File: src/logic/sensor_err_pkg.sv
// Shared constants, carrier structs and state layout of the error and
// response logic. Assumes a single 20 MHz core clock domain.
package sensor_err_pkg;

    // Clock and link framing
    localparam int          CORE_CLK_HZ     = 20_000_000;
    localparam logic [4:0]  FRAME_EDGES     = 5'h10;        // 16 link clock rises per frame

    // Sample coding
    localparam int          SAMPLE_W        = 12;
    localparam int          CODE_W          = 4;
    localparam int          RESP_W          = CODE_W + SAMPLE_W;
    localparam logic [11:0] UNSIGNED_OFFSET = 12'h800;      // 2048 = zero acceleration
    localparam logic [11:0] LIN_POS_MAX     = 12'h780;      // +1920
    localparam logic [11:0] LIN_NEG_MIN     = 12'h880;      // -1920
    localparam logic [11:0] FAULT_UNSIGNED  = 12'h000;
    localparam logic [11:0] FAULT_SIGNED    = 12'h800;      // -2048, outside linear span

    // Response codes placed in the top bits of each answer word
    localparam logic [3:0]  RESP_DATA       = 4'h0;
    localparam logic [3:0]  RESP_SPI_ERR    = 4'h1;
    localparam logic [3:0]  RESP_MISO_ERR   = 4'h2;
    localparam logic [3:0]  RESP_INV_REQ    = 4'h3;
    localparam logic [3:0]  RESP_INV_ACCEL  = 4'h4;
    localparam logic [3:0]  RESP_INT_ERR    = 4'h5;
    localparam logic [3:0]  RESP_ST_ERR     = 4'h6;

    // Request kinds delivered by the frame decoder
    localparam logic [1:0]  REQ_ACCEL_X     = 2'h0;
    localparam logic [1:0]  REQ_ACCEL_Y     = 2'h1;
    localparam logic [1:0]  REQ_STATUS_RD   = 2'h2;
    localparam logic [1:0]  REQ_OTHER       = 2'h3;

    typedef struct packed {
        logic [1:0] kind;
        logic       spi_err;
        logic       miso_err;
        logic       invalid;
    } req_t;

    typedef struct packed {
        logic otp_crc;
        logic wreg_crc;
        logic clkmon_crc;
        logic selftest;
        logic logic_state;
        logic offset_x;
        logic offset_y;
    } fault_t;

    typedef struct packed {
        logic internal_error_flag;
        logic reset_seen_flag;
        logic offset_x_flag;
        logic offset_y_flag;
        logic otp_lock;
        logic wreg_lock;
        logic crc_cause;
        logic selftest_cause;
    } status_t;

    typedef struct packed {
        logic [CODE_W-1:0]   code;
        logic [SAMPLE_W-1:0] data;
    } resp_t;

    typedef struct packed {
        status_t    device_status_reg;
        logic       first_pending;
        logic       link_prev;
        logic       sel_prev;
        logic [4:0] edge_cnt;
        logic       pend_valid;
        resp_t      pend_word;
        logic       req_stall;
        logic       arm_update;
        logic       arm_axis;
        logic       pcm_enable;
        logic       sample_clipped;
    } core_state_t;

endpackage : sensor_err_pkg

File: src/logic/pin_sync.sv
// Two flip-flop synchroniser for a bundle of pin levels.
// Assumes the pins are asynchronous to core_clk; only the second stage is read.
`timescale 1ns/1ps
`default_nettype none

module pin_sync #(
    parameter int               WIDTH     = 2,
    parameter logic [WIDTH-1:0] RESET_VAL = '0      // Idle level of each pin
) (
    input  wire logic             core_clk,
    input  wire logic             rst,
    input  wire logic [WIDTH-1:0] pin_in,
    output var  logic [WIDTH-1:0] pin_sync_out
);

    logic [WIDTH-1:0] meta_reg;

    // Refuse a zero-width bundle
    if (WIDTH < 1)
    begin : g_width_check
        $error("pin_sync: WIDTH must be at least 1");
    end

    // First stage feeds the second stage and nothing else; both reset to
    // the idle level so the stages filling after reset fake no edge
    always_ff @(posedge core_clk or posedge rst)
    begin
        if (rst)
        begin
            meta_reg     <= RESET_VAL;
            pin_sync_out <= RESET_VAL;
        end
        else
        begin
            meta_reg     <= pin_in;
            pin_sync_out <= meta_reg;
        end
    end

endmodule : pin_sync

`default_nettype wire

File: src/logic/resp_buffer.sv
// Two-entry answer buffer with valid/ready on both sides.
// Assumes one clock; slot 0 is the head so the output comes from a register.
`timescale 1ns/1ps
`default_nettype none

module resp_buffer #(
    parameter int WIDTH = 16
) (
    input  wire logic             core_clk,
    input  wire logic             rst,
    input  wire logic             in_valid,
    output var  logic             in_ready,
    input  wire logic [WIDTH-1:0] in_data,
    output var  logic             out_valid,
    input  wire logic             out_ready,
    output var  logic [WIDTH-1:0] out_data
);

    logic             tail_valid_reg;
    logic [WIDTH-1:0] tail_data_reg;
    logic             push;
    logic             pop;

    if (WIDTH < 1)
    begin : g_width_check
        $error("resp_buffer: WIDTH must be at least 1");
    end

    // Full only when both slots hold a word
    assign in_ready = !tail_valid_reg;
    assign push     = in_valid && in_ready;
    assign pop      = out_valid && out_ready;

    // Head and tail slots; the tail moves forward on a pop
    always_ff @(posedge core_clk or posedge rst)
    begin
        if (rst)
        begin
            out_valid      <= 1'b0;
            out_data       <= '0;
            tail_valid_reg <= 1'b0;
            tail_data_reg  <= '0;
        end
        else
        begin
            if (pop || !out_valid)
            begin
                if (tail_valid_reg)
                begin
                    out_valid      <= 1'b1;
                    out_data       <= tail_data_reg;
                    tail_valid_reg <= push;
                    tail_data_reg  <= in_data;
                end
                else
                begin
                    out_valid <= push;
                    out_data  <= in_data;
                end
            end
            else if (push)
            begin
                tail_valid_reg <= 1'b1;
                tail_data_reg  <= in_data;
            end
        end
    end

endmodule : resp_buffer

`default_nettype wire

File: src/logic/sensor_error_response_logic.sv
// Fault latching, answer selection and sample coding of the sensor core.
// Assumes a frame decoder on core_clk presents req at the end of each frame
// and fault sources on core_clk; link clock and frame select are raw pins.
`timescale 1ns/1ps
`default_nettype none

module sensor_error_response_logic
    import sensor_err_pkg::*;
(
    input  wire logic                core_clk,
    input  wire logic                rst,
    input  wire logic                link_clk_pin,
    input  wire logic                frame_sel_n_pin,
    input  wire req_t                req,
    input  wire fault_t              fault,
    input  wire logic                init_done_lock,
    input  wire logic                sample_signed,
    input  wire logic [SAMPLE_W-1:0] sample_x,
    input  wire logic [SAMPLE_W-1:0] sample_y,
    input  wire logic                sample_fault_x,
    input  wire logic                sample_fault_y,
    input  wire logic                resp_ready,
    output var  logic                resp_valid,
    output var  resp_t               resp,
    output var  logic                req_stall,
    output var  logic                arm_update,
    output var  logic                arm_axis,
    output var  logic                pcm_enable,
    output var  logic                sample_clipped,
    output var  status_t             device_status_reg
);

    core_state_t state_reg;
    core_state_t state_next;
    logic [1:0]  pins_synced;
    logic        link_lvl;
    logic        sel_n_lvl;
    logic        buf_in_ready;
    logic        buf_out_valid;
    logic [RESP_W-1:0] buf_out_data;

    // Pin levels cross into core_clk before anything looks at them; the
    // stages start at the idle levels, else a fake frame end follows reset
    pin_sync #(
        .WIDTH     (2),
        .RESET_VAL (2'b01)
    ) u_pin_sync (
        .core_clk     (core_clk),
        .rst          (rst),
        .pin_in       ({link_clk_pin, frame_sel_n_pin}),
        .pin_sync_out (pins_synced)
    );

    assign link_lvl  = pins_synced[1];
    assign sel_n_lvl = pins_synced[0];

    // Clamp to the linear span, then add the unsigned offset if asked
    function automatic logic [SAMPLE_W-1:0] code_sample(
        input logic [SAMPLE_W-1:0] raw,
        input logic                is_fault,
        input logic                is_signed
    );
        logic [SAMPLE_W-1:0] clamped;
        clamped = raw;
        if (!raw[SAMPLE_W-1] && (raw > LIN_POS_MAX))
        begin
            clamped = LIN_POS_MAX;
        end
        else if (raw[SAMPLE_W-1] && (raw < LIN_NEG_MIN))
        begin
            clamped = LIN_NEG_MIN;
        end
        if (is_fault)
        begin
            code_sample = is_signed ? FAULT_SIGNED : FAULT_UNSIGNED;
        end
        else if (is_signed)
        begin
            code_sample = clamped;
        end
        else
        begin
            code_sample = clamped + UNSIGNED_OFFSET;
        end
    endfunction : code_sample

    // Whether a raw sample falls outside the linear span
    function automatic logic out_of_span(input logic [SAMPLE_W-1:0] raw);
        out_of_span = (!raw[SAMPLE_W-1] && (raw > LIN_POS_MAX)) ||
                      (raw[SAMPLE_W-1] && (raw < LIN_NEG_MIN));
    endfunction : out_of_span

    // Next-state logic: framing, answer choice, then fault latching
    always_comb
    begin
        logic                link_rise;
        logic                frame_start;
        logic                frame_end;
        logic                eval;
        logic                spi_bad;
        logic                is_accel;
        logic                axis_y;
        logic                axis_offset;
        logic                status_rd_ok;
        logic                crc_now;
        logic [SAMPLE_W-1:0] raw;
        resp_t               word;
        status_t             st;

        link_rise    = 1'b0;
        frame_start  = 1'b0;
        frame_end    = 1'b0;
        eval         = 1'b0;
        spi_bad      = 1'b0;
        is_accel     = 1'b0;
        axis_y       = 1'b0;
        axis_offset  = 1'b0;
        status_rd_ok = 1'b0;
        crc_now      = 1'b0;
        raw          = '0;
        word         = '0;
        st           = state_reg.device_status_reg;
        state_next   = state_reg;

        state_next.arm_update = 1'b0;
        state_next.link_prev  = link_lvl;
        state_next.sel_prev   = sel_n_lvl;

        // Edges are found on synchronised levels only
        link_rise   = link_lvl && !state_reg.link_prev;
        frame_start = !sel_n_lvl && state_reg.sel_prev;
        frame_end   = sel_n_lvl && !state_reg.sel_prev;

        if (frame_start)
        begin
            state_next.edge_cnt = '0;
        end
        else if (!sel_n_lvl && link_rise && (state_reg.edge_cnt != 5'h1f))
        begin
            state_next.edge_cnt = state_reg.edge_cnt + 5'h01;
        end

        // A frame that ends while the last answer waits for the buffer is
        // held off by req_stall; the decoder must not end one then
        eval     = frame_end && !state_reg.pend_valid;
        spi_bad  = req.spi_err || (state_reg.edge_cnt != FRAME_EDGES);
        is_accel = (req.kind == REQ_ACCEL_X) || (req.kind == REQ_ACCEL_Y);
        axis_y   = (req.kind == REQ_ACCEL_Y);
        axis_offset = axis_y ? st.offset_y_flag : st.offset_x_flag;
        raw      = axis_y ? sample_y : sample_x;
        status_rd_ok = (req.kind == REQ_STATUS_RD) && !spi_bad &&
                       !req.miso_err && !req.invalid;

        if (eval)
        begin
            // Priority chain, highest first
            if (state_reg.first_pending)
            begin
                word.code = RESP_SPI_ERR;
                state_next.first_pending = 1'b0;
            end
            else if (spi_bad)
            begin
                word.code = RESP_SPI_ERR;
            end
            else if (req.miso_err)
            begin
                word.code = RESP_MISO_ERR;
            end
            else if (req.invalid)
            begin
                word.code = RESP_INV_REQ;
            end
            else if (is_accel && st.reset_seen_flag)
            begin
                word.code = RESP_INV_ACCEL;
            end
            else if (is_accel && (st.crc_cause || st.otp_lock || st.wreg_lock))
            begin
                word.code = RESP_INT_ERR;
            end
            else if (is_accel && st.selftest_cause)
            begin
                word.code = RESP_ST_ERR;
            end
            else if (is_accel && axis_offset)
            begin
                word.code = RESP_INT_ERR;
            end
            else if (is_accel)
            begin
                // Only a clean answer moves the arming function
                word.code = RESP_DATA;
                word.data = code_sample(raw,
                                        axis_y ? sample_fault_y : sample_fault_x,
                                        sample_signed);
                state_next.arm_update     = 1'b1;
                state_next.arm_axis       = axis_y;
                state_next.sample_clipped = out_of_span(raw);
            end
            else if (req.kind == REQ_STATUS_RD)
            begin
                word.code = RESP_DATA;
                word.data = {{(SAMPLE_W - 8){1'b0}}, st};
            end
            else
            begin
                word.code = RESP_DATA;
            end
            state_next.pend_valid = 1'b1;
            state_next.pend_word  = word;

            // A completed status read clears what may be cleared
            if (status_rd_ok && !state_reg.first_pending)
            begin
                st.reset_seen_flag = 1'b0;
                st.crc_cause       = 1'b0;
                st.selftest_cause  = 1'b0;
                st.offset_x_flag   = 1'b0;
                st.offset_y_flag   = 1'b0;
            end
        end
        else if (state_reg.pend_valid && buf_in_ready)
        begin
            state_next.pend_valid = 1'b0;
        end

        // Sets come after clears so a fault in the read cycle is kept
        crc_now = fault.otp_crc || fault.wreg_crc || fault.clkmon_crc ||
                  fault.logic_state;
        if (fault.otp_crc)
        begin
            st.otp_lock = 1'b1;
        end
        if (fault.wreg_crc && init_done_lock)
        begin
            st.wreg_lock = 1'b1;
        end
        if (crc_now)
        begin
            st.crc_cause = 1'b1;
        end
        if (fault.selftest)
        begin
            st.selftest_cause = 1'b1;
        end
        if (fault.offset_x)
        begin
            st.offset_x_flag = 1'b1;
        end
        if (fault.offset_y)
        begin
            st.offset_y_flag = 1'b1;
        end
        st.internal_error_flag = st.crc_cause || st.selftest_cause ||
                                 st.otp_lock || st.wreg_lock;
        state_next.device_status_reg = st;

        // Pulse-code output follows only the reset indication
        state_next.pcm_enable = !st.reset_seen_flag;
        state_next.req_stall  = state_next.pend_valid;
    end

    // State register; the reset-seen flag and first answer start armed
    always_ff @(posedge core_clk or posedge rst)
    begin
        if (rst)
        begin
            state_reg                                   <= '0;
            state_reg.first_pending                     <= 1'b1;
            state_reg.device_status_reg.reset_seen_flag <= 1'b1;
            state_reg.link_prev                         <= 1'b0;
            state_reg.sel_prev                          <= 1'b1;
        end
        else
        begin
            state_reg <= state_next;
        end
    end

    // Answers wait here so a stalled receiver loses none
    resp_buffer #(
        .WIDTH (RESP_W)
    ) u_resp_buffer (
        .core_clk  (core_clk),
        .rst       (rst),
        .in_valid  (state_reg.pend_valid),
        .in_ready  (buf_in_ready),
        .in_data   (state_reg.pend_word),
        .out_valid (buf_out_valid),
        .out_ready (resp_ready),
        .out_data  (buf_out_data)
    );

    // Outputs are register bits of the state or of the buffer head
    assign resp_valid        = buf_out_valid;
    assign resp              = resp_t'(buf_out_data);
    assign req_stall         = state_reg.req_stall;
    assign arm_update        = state_reg.arm_update;
    assign arm_axis          = state_reg.arm_axis;
    assign pcm_enable        = state_reg.pcm_enable;
    assign sample_clipped    = state_reg.sample_clipped;
    assign device_status_reg = state_reg.device_status_reg;

endmodule : sensor_error_response_logic

`default_nettype wire

File: config.mk
export PLATFORM = sky130hd
export DESIGN_NAME = sensor_error_response_logic
export DESIGN_NICKNAME = d
export VERILOG_FILES = /design/src/logic/sensor_err_pkg.sv /design/src/logic/pin_sync.sv /design/src/logic/resp_buffer.sv /design/src/logic/sensor_error_response_logic.sv
export SDC_FILE = /design/constraint.sdc
export NUM_CORES = 1
export LEC_CHECK = 0
export ABC_AREA = 0
export BUFFER_PORTS_ARGS = -buffer_cell sky130_fd_sc_hd__buf_2
export CAP_MARGIN = 10
export CELL_PAD_IN_SITES_DETAIL_PLACEMENT = 1
export CELL_PAD_IN_SITES_GLOBAL_PLACEMENT = 1
export CORE_MARGIN = 3
export CORE_UTILIZATION = 45
export DETAILED_ROUTE_END_ITERATION = 8
export PLACE_DENSITY_LB_ADDON = 0.15
export SYNTH_ARGS = -nofsm -noshare
export SYNTH_HDL_FRONTEND = slang
export SYNTH_HIERARCHICAL = 1
export SYNTH_SLANG_ARGS = --single-unit
File: constraint.sdc
create_clock -name core_clk -period 3.63 [get_ports core_clk]
set_clock_uncertainty 0.05 [all_clocks]
set_input_delay 0.726 -clock core_clk [delete_from_list [all_inputs] [get_ports core_clk]]
set_output_delay 0.726 -clock core_clk [all_outputs]
set_load 0.005 [all_outputs]
==> metrics.md <==
| Metric | Value |
|---|---|
| Outcome | `finished, final reports clean` |
| Switching Share | `25.9%` |
| Initial Util | `47.7%` |
| Drt total wl | `between 8000 and 9000 µm` |
| Cts bufs inserted | `9` |
| YS warnings | `6` |
| R2r setup slk | `1.41 ns` |
| Syn Area/Cell | `11.5 µm²` |
| Ant diodes | `0` |
| Die X | `approximately 95 µm` |
| Arr. time, crit path | `2.39 ns` |
| Pwr dens | `388 mW/mm²` |
| RR Startpoint | `u_resp_buffer/tail_valid_reg` |
| Vias in the first global route | `2730` |
| Max Slew Vio Count | `0` |
| H-tree depth | `3` |
| Dominant synthesized flop cell | `dfrtp_1` |
| CTS tree | `done` |
| Worst EP required | `~3.8 ns` |
| CTS max path bufs | `2` |
| Yosys cell types | `56` |
| Core Box Area | `0.00745 mm²` |
| Drt first pass iters | `4` |
| GPL Wtd Cong | `~0.83` |
| 1st-iter DRT viols | `86` |
| Share of the synthesized area in the top cell type | `approximately half` |
| Synthesis-stage register bit count | `between 70 and 80` |
| Leak | `0.00193 µW` |
| GRT Total Usage | `between 10% and 20%` |
| Setup TNS | `0 ns` |
| Fmax | `~0.45 GHz` |
| CTS Hold Bufs | `0` |
| Vias/cell | `5.31` |
| Slew @ Worst Pin | `between 1 and 1.5 ns` |
| Sequential fraction of the synthesis area | `between 50% and 60%` |
| Overall power | `roughly 1600 µW` |
| Worst skew pair latency | `between 0.3 and 0.4 ns` |
| Post-CTS Repair Setup Buffers | `0` |
| Critical Path Start Type | `flop` |
| PortBufs | `between 70 and 80` |
| Clk pwr share | `between 30% and 40%` |
| FF-to-FF End | `u_resp_buffer/tail_data_reg[13]` |
| Combinational power share | `between 10 and 15%` |
| Post-synth top area cell | `dfrtp_1` |
| Ports | `75` |
| Via count | `between 2000 and 3000` |
| Netlist Area Pre-Place | `0.00355 mm²` |
| Share of cells above drive strength 1 | `a little under a third` |
| Final cell count without fillers | `483` |
| Worst reg2reg path depth | `3` |
| Post-synth EDFFs | `0` |
| Largest fanout on the critical path | `19` |
| Worst IR Drop VDD | `~0.24 mV` |
| Internal power | `1190 µW` |
| Hold slack final | `~0.25 ns` |
| Initial antenna violation count | `0` |
| Post-synth ARST share | `100%` |
| Grt total ovfl | `0` |
| Hold Crit Class | `input pin to asynchronous set/reset pin` |
| Sink Count | `74` |
| Mapped Cells | `310` |
| Fillers | `roughly 840` |
| Slew headroom | `roughly a third` |
| WL/cell | `between 15 and 20 µm` |
| Final nets | `427` |
| Crit path kind | `flop to flop` |
| Clk pin slew, worst setup/hold paths | `0.08 ns` |
| Area contributors post-synth | `dfrtp_1 49%, mux2i_1 7.9%, mux2_1 4.4%` |
| DP HPWL | `a little over 6000 µm` |
| Detail Route Antenna Nets | `0` |
| Residual DRC | `0` |
| Max reg flops | `23` |
| CTS root buf | `clkbuf_8` |
| RSZ-0062 raised after global routing | `false` |
| Switching pwr | `a little over 400 µW` |
| Dpl cells | `between 400 and 500` |
| Site row count | `31` |
| Final setup violating endpoints | `0` |
| Max Cap Viol | `0` |
| Largest net degree at the start of global routing | `38` |
| Die area | `0.00900 mm²` |
| Seq pwr share | `between 50% and 60%` |
| Final Hold Viols | `0` |
| Final core utilization | `between 50% and 60%` |
| Synthesis-to-layout area growth | `16.1%` |
| First-pass GRT wire length | `between 10000 and 15000 µm` |
| Tmin final | `2.22 ns` |
| Post_cts resized | `0` |
| Chip Height | `94.9 µm` |
| Ratio of final minimum period to clock period | `61.0%` |
| Crit. End Element | `flop` |
==> cell type report <==
class / instances / area (µm²) / area share [%]
clock buffer: 11 / 141 / 3.43
clock inverter: 5 / 31.3 / 0.758
inverter: 12 / 47.5 / 1.15
multi-input combinational: 204 / 1520 / 36.9
sequential: 74 / 1860 / 45.0
tap: 99 / 124 / 3.00
timing repair buffer: 78 / 400 / 9.70
==> stage by stage <==
step / setup slack [ns] / instance area, µm²
final: 1.41 / 4130
after global routing: 1.33 / 4130
after CTS: 1.40 / 4130
after detailed placement: 1.35 / 3950
after global placement: 1.38 / 3950
after floorplan: 1.52 / 3560
==> power groups by stage <==
stage	sequential (µW)	clock, µW	combinational [µW]
after floorplan	883	0	106
after global placement	889	0	160
after detailed placement	892	0	164
after CTS	876	573	165
after global routing	881	622	184
final	876	562	163
==> how the worst max path moves through the flow <==
stage / start / to / slack (ns) / depth (start not counted)
global placement: req[3] / arm_axis / 1.38 / 5
finish: u_resp_buffer/tail_valid_reg / u_resp_buffer/tail_data_reg[13] / 1.41 / 3
detailed placement: req[3] / sample_clipped / 1.35 / 5
global route: u_resp_buffer/tail_valid_reg / u_resp_buffer/tail_data_reg[0] / 1.33 / 3
floorplan: req[3] / sample_clipped / 1.52 / 6
CTS: u_resp_buffer/tail_valid_reg / u_resp_buffer/tail_data_reg[11] / 1.40 / 3
==> routing by layer <==
layer / GRT usage [%] / part of all wire [%]
met5: 0 / 0
met4: 6.13 / 0.91
met3: 3.98 / 3.9
met2: 30.6 / 46
met1: 27.6 / 49
==> cell usage in the layout (no fill, tap or decap), types with 4 or more instances in the layout <==
cell type and instances:
a211oi_1 4, a21o_1 5, a21oi_1 4, a22o_1 4, a31oi_1 9, and2_0 6, buf_2 74, buf_4 4
clkbuf_8 10, dfrtp_1 69, dfstp_2 5, inv_1 11, mux2_1 14, mux2i_1 28, nand2_1 26, nor2_1 9
nor3_1 5, o21ai_0 19, o21ai_1 5, o31ai_1 8
==> synth_stat cells (all sizes together) (2+ instances only) <==
| cell | instances |
|---|---|
| dfrtp | 69 |
| mux2i | 29 |
| nand2 | 27 |
| o21ai | 24 |
| buf | 17 |
| mux2 | 17 |
| inv | 12 |
| a31oi | 9 |
| and2 | 9 |
| nor2 | 9 |
| o31ai | 8 |
| nor3 | 6 |
| a21o | 5 |
| clkbuf | 5 |
| dfstp | 5 |
| a211oi | 4 |
| a21oi | 4 |
| a22o | 4 |
| nor2b | 4 |
| ha | 3 |
| nand2b | 3 |
| nand3b | 3 |
| nor4 | 3 |
| or4b | 3 |
| and3 | 2 |
| nand4 | 2 |
| nand4b | 2 |
| o21a | 2 |
| o22ai | 2 |
| o41ai | 2 |
| or2 | 2 |
| or3 | 2 |
| xnor2 | 2 |
| xor2 | 2 |
==> cells by family (layout without fill, tap and decap cells) <==
logic type,count (synthesis),count (layout),synth area share (%)
xor+xnor,4,4,0.986
buf+inv,34,106,5.11
fa+ha+maj,3,3,1.06
compound gates,66,66,12.3
other cells,1,3,0.106
flops,74,74,52.3
mux,46,46,13.9
simple gates,82,82,14.3
==> worst max-delay path: stages, from the launching register on <==
cell     delay (ns)
dfrtp_1        1.01
inv_4          0.10
mux2i_4        0.54
mux2_2         0.40
No activity file was read; power rests on OpenSTA's default activity.
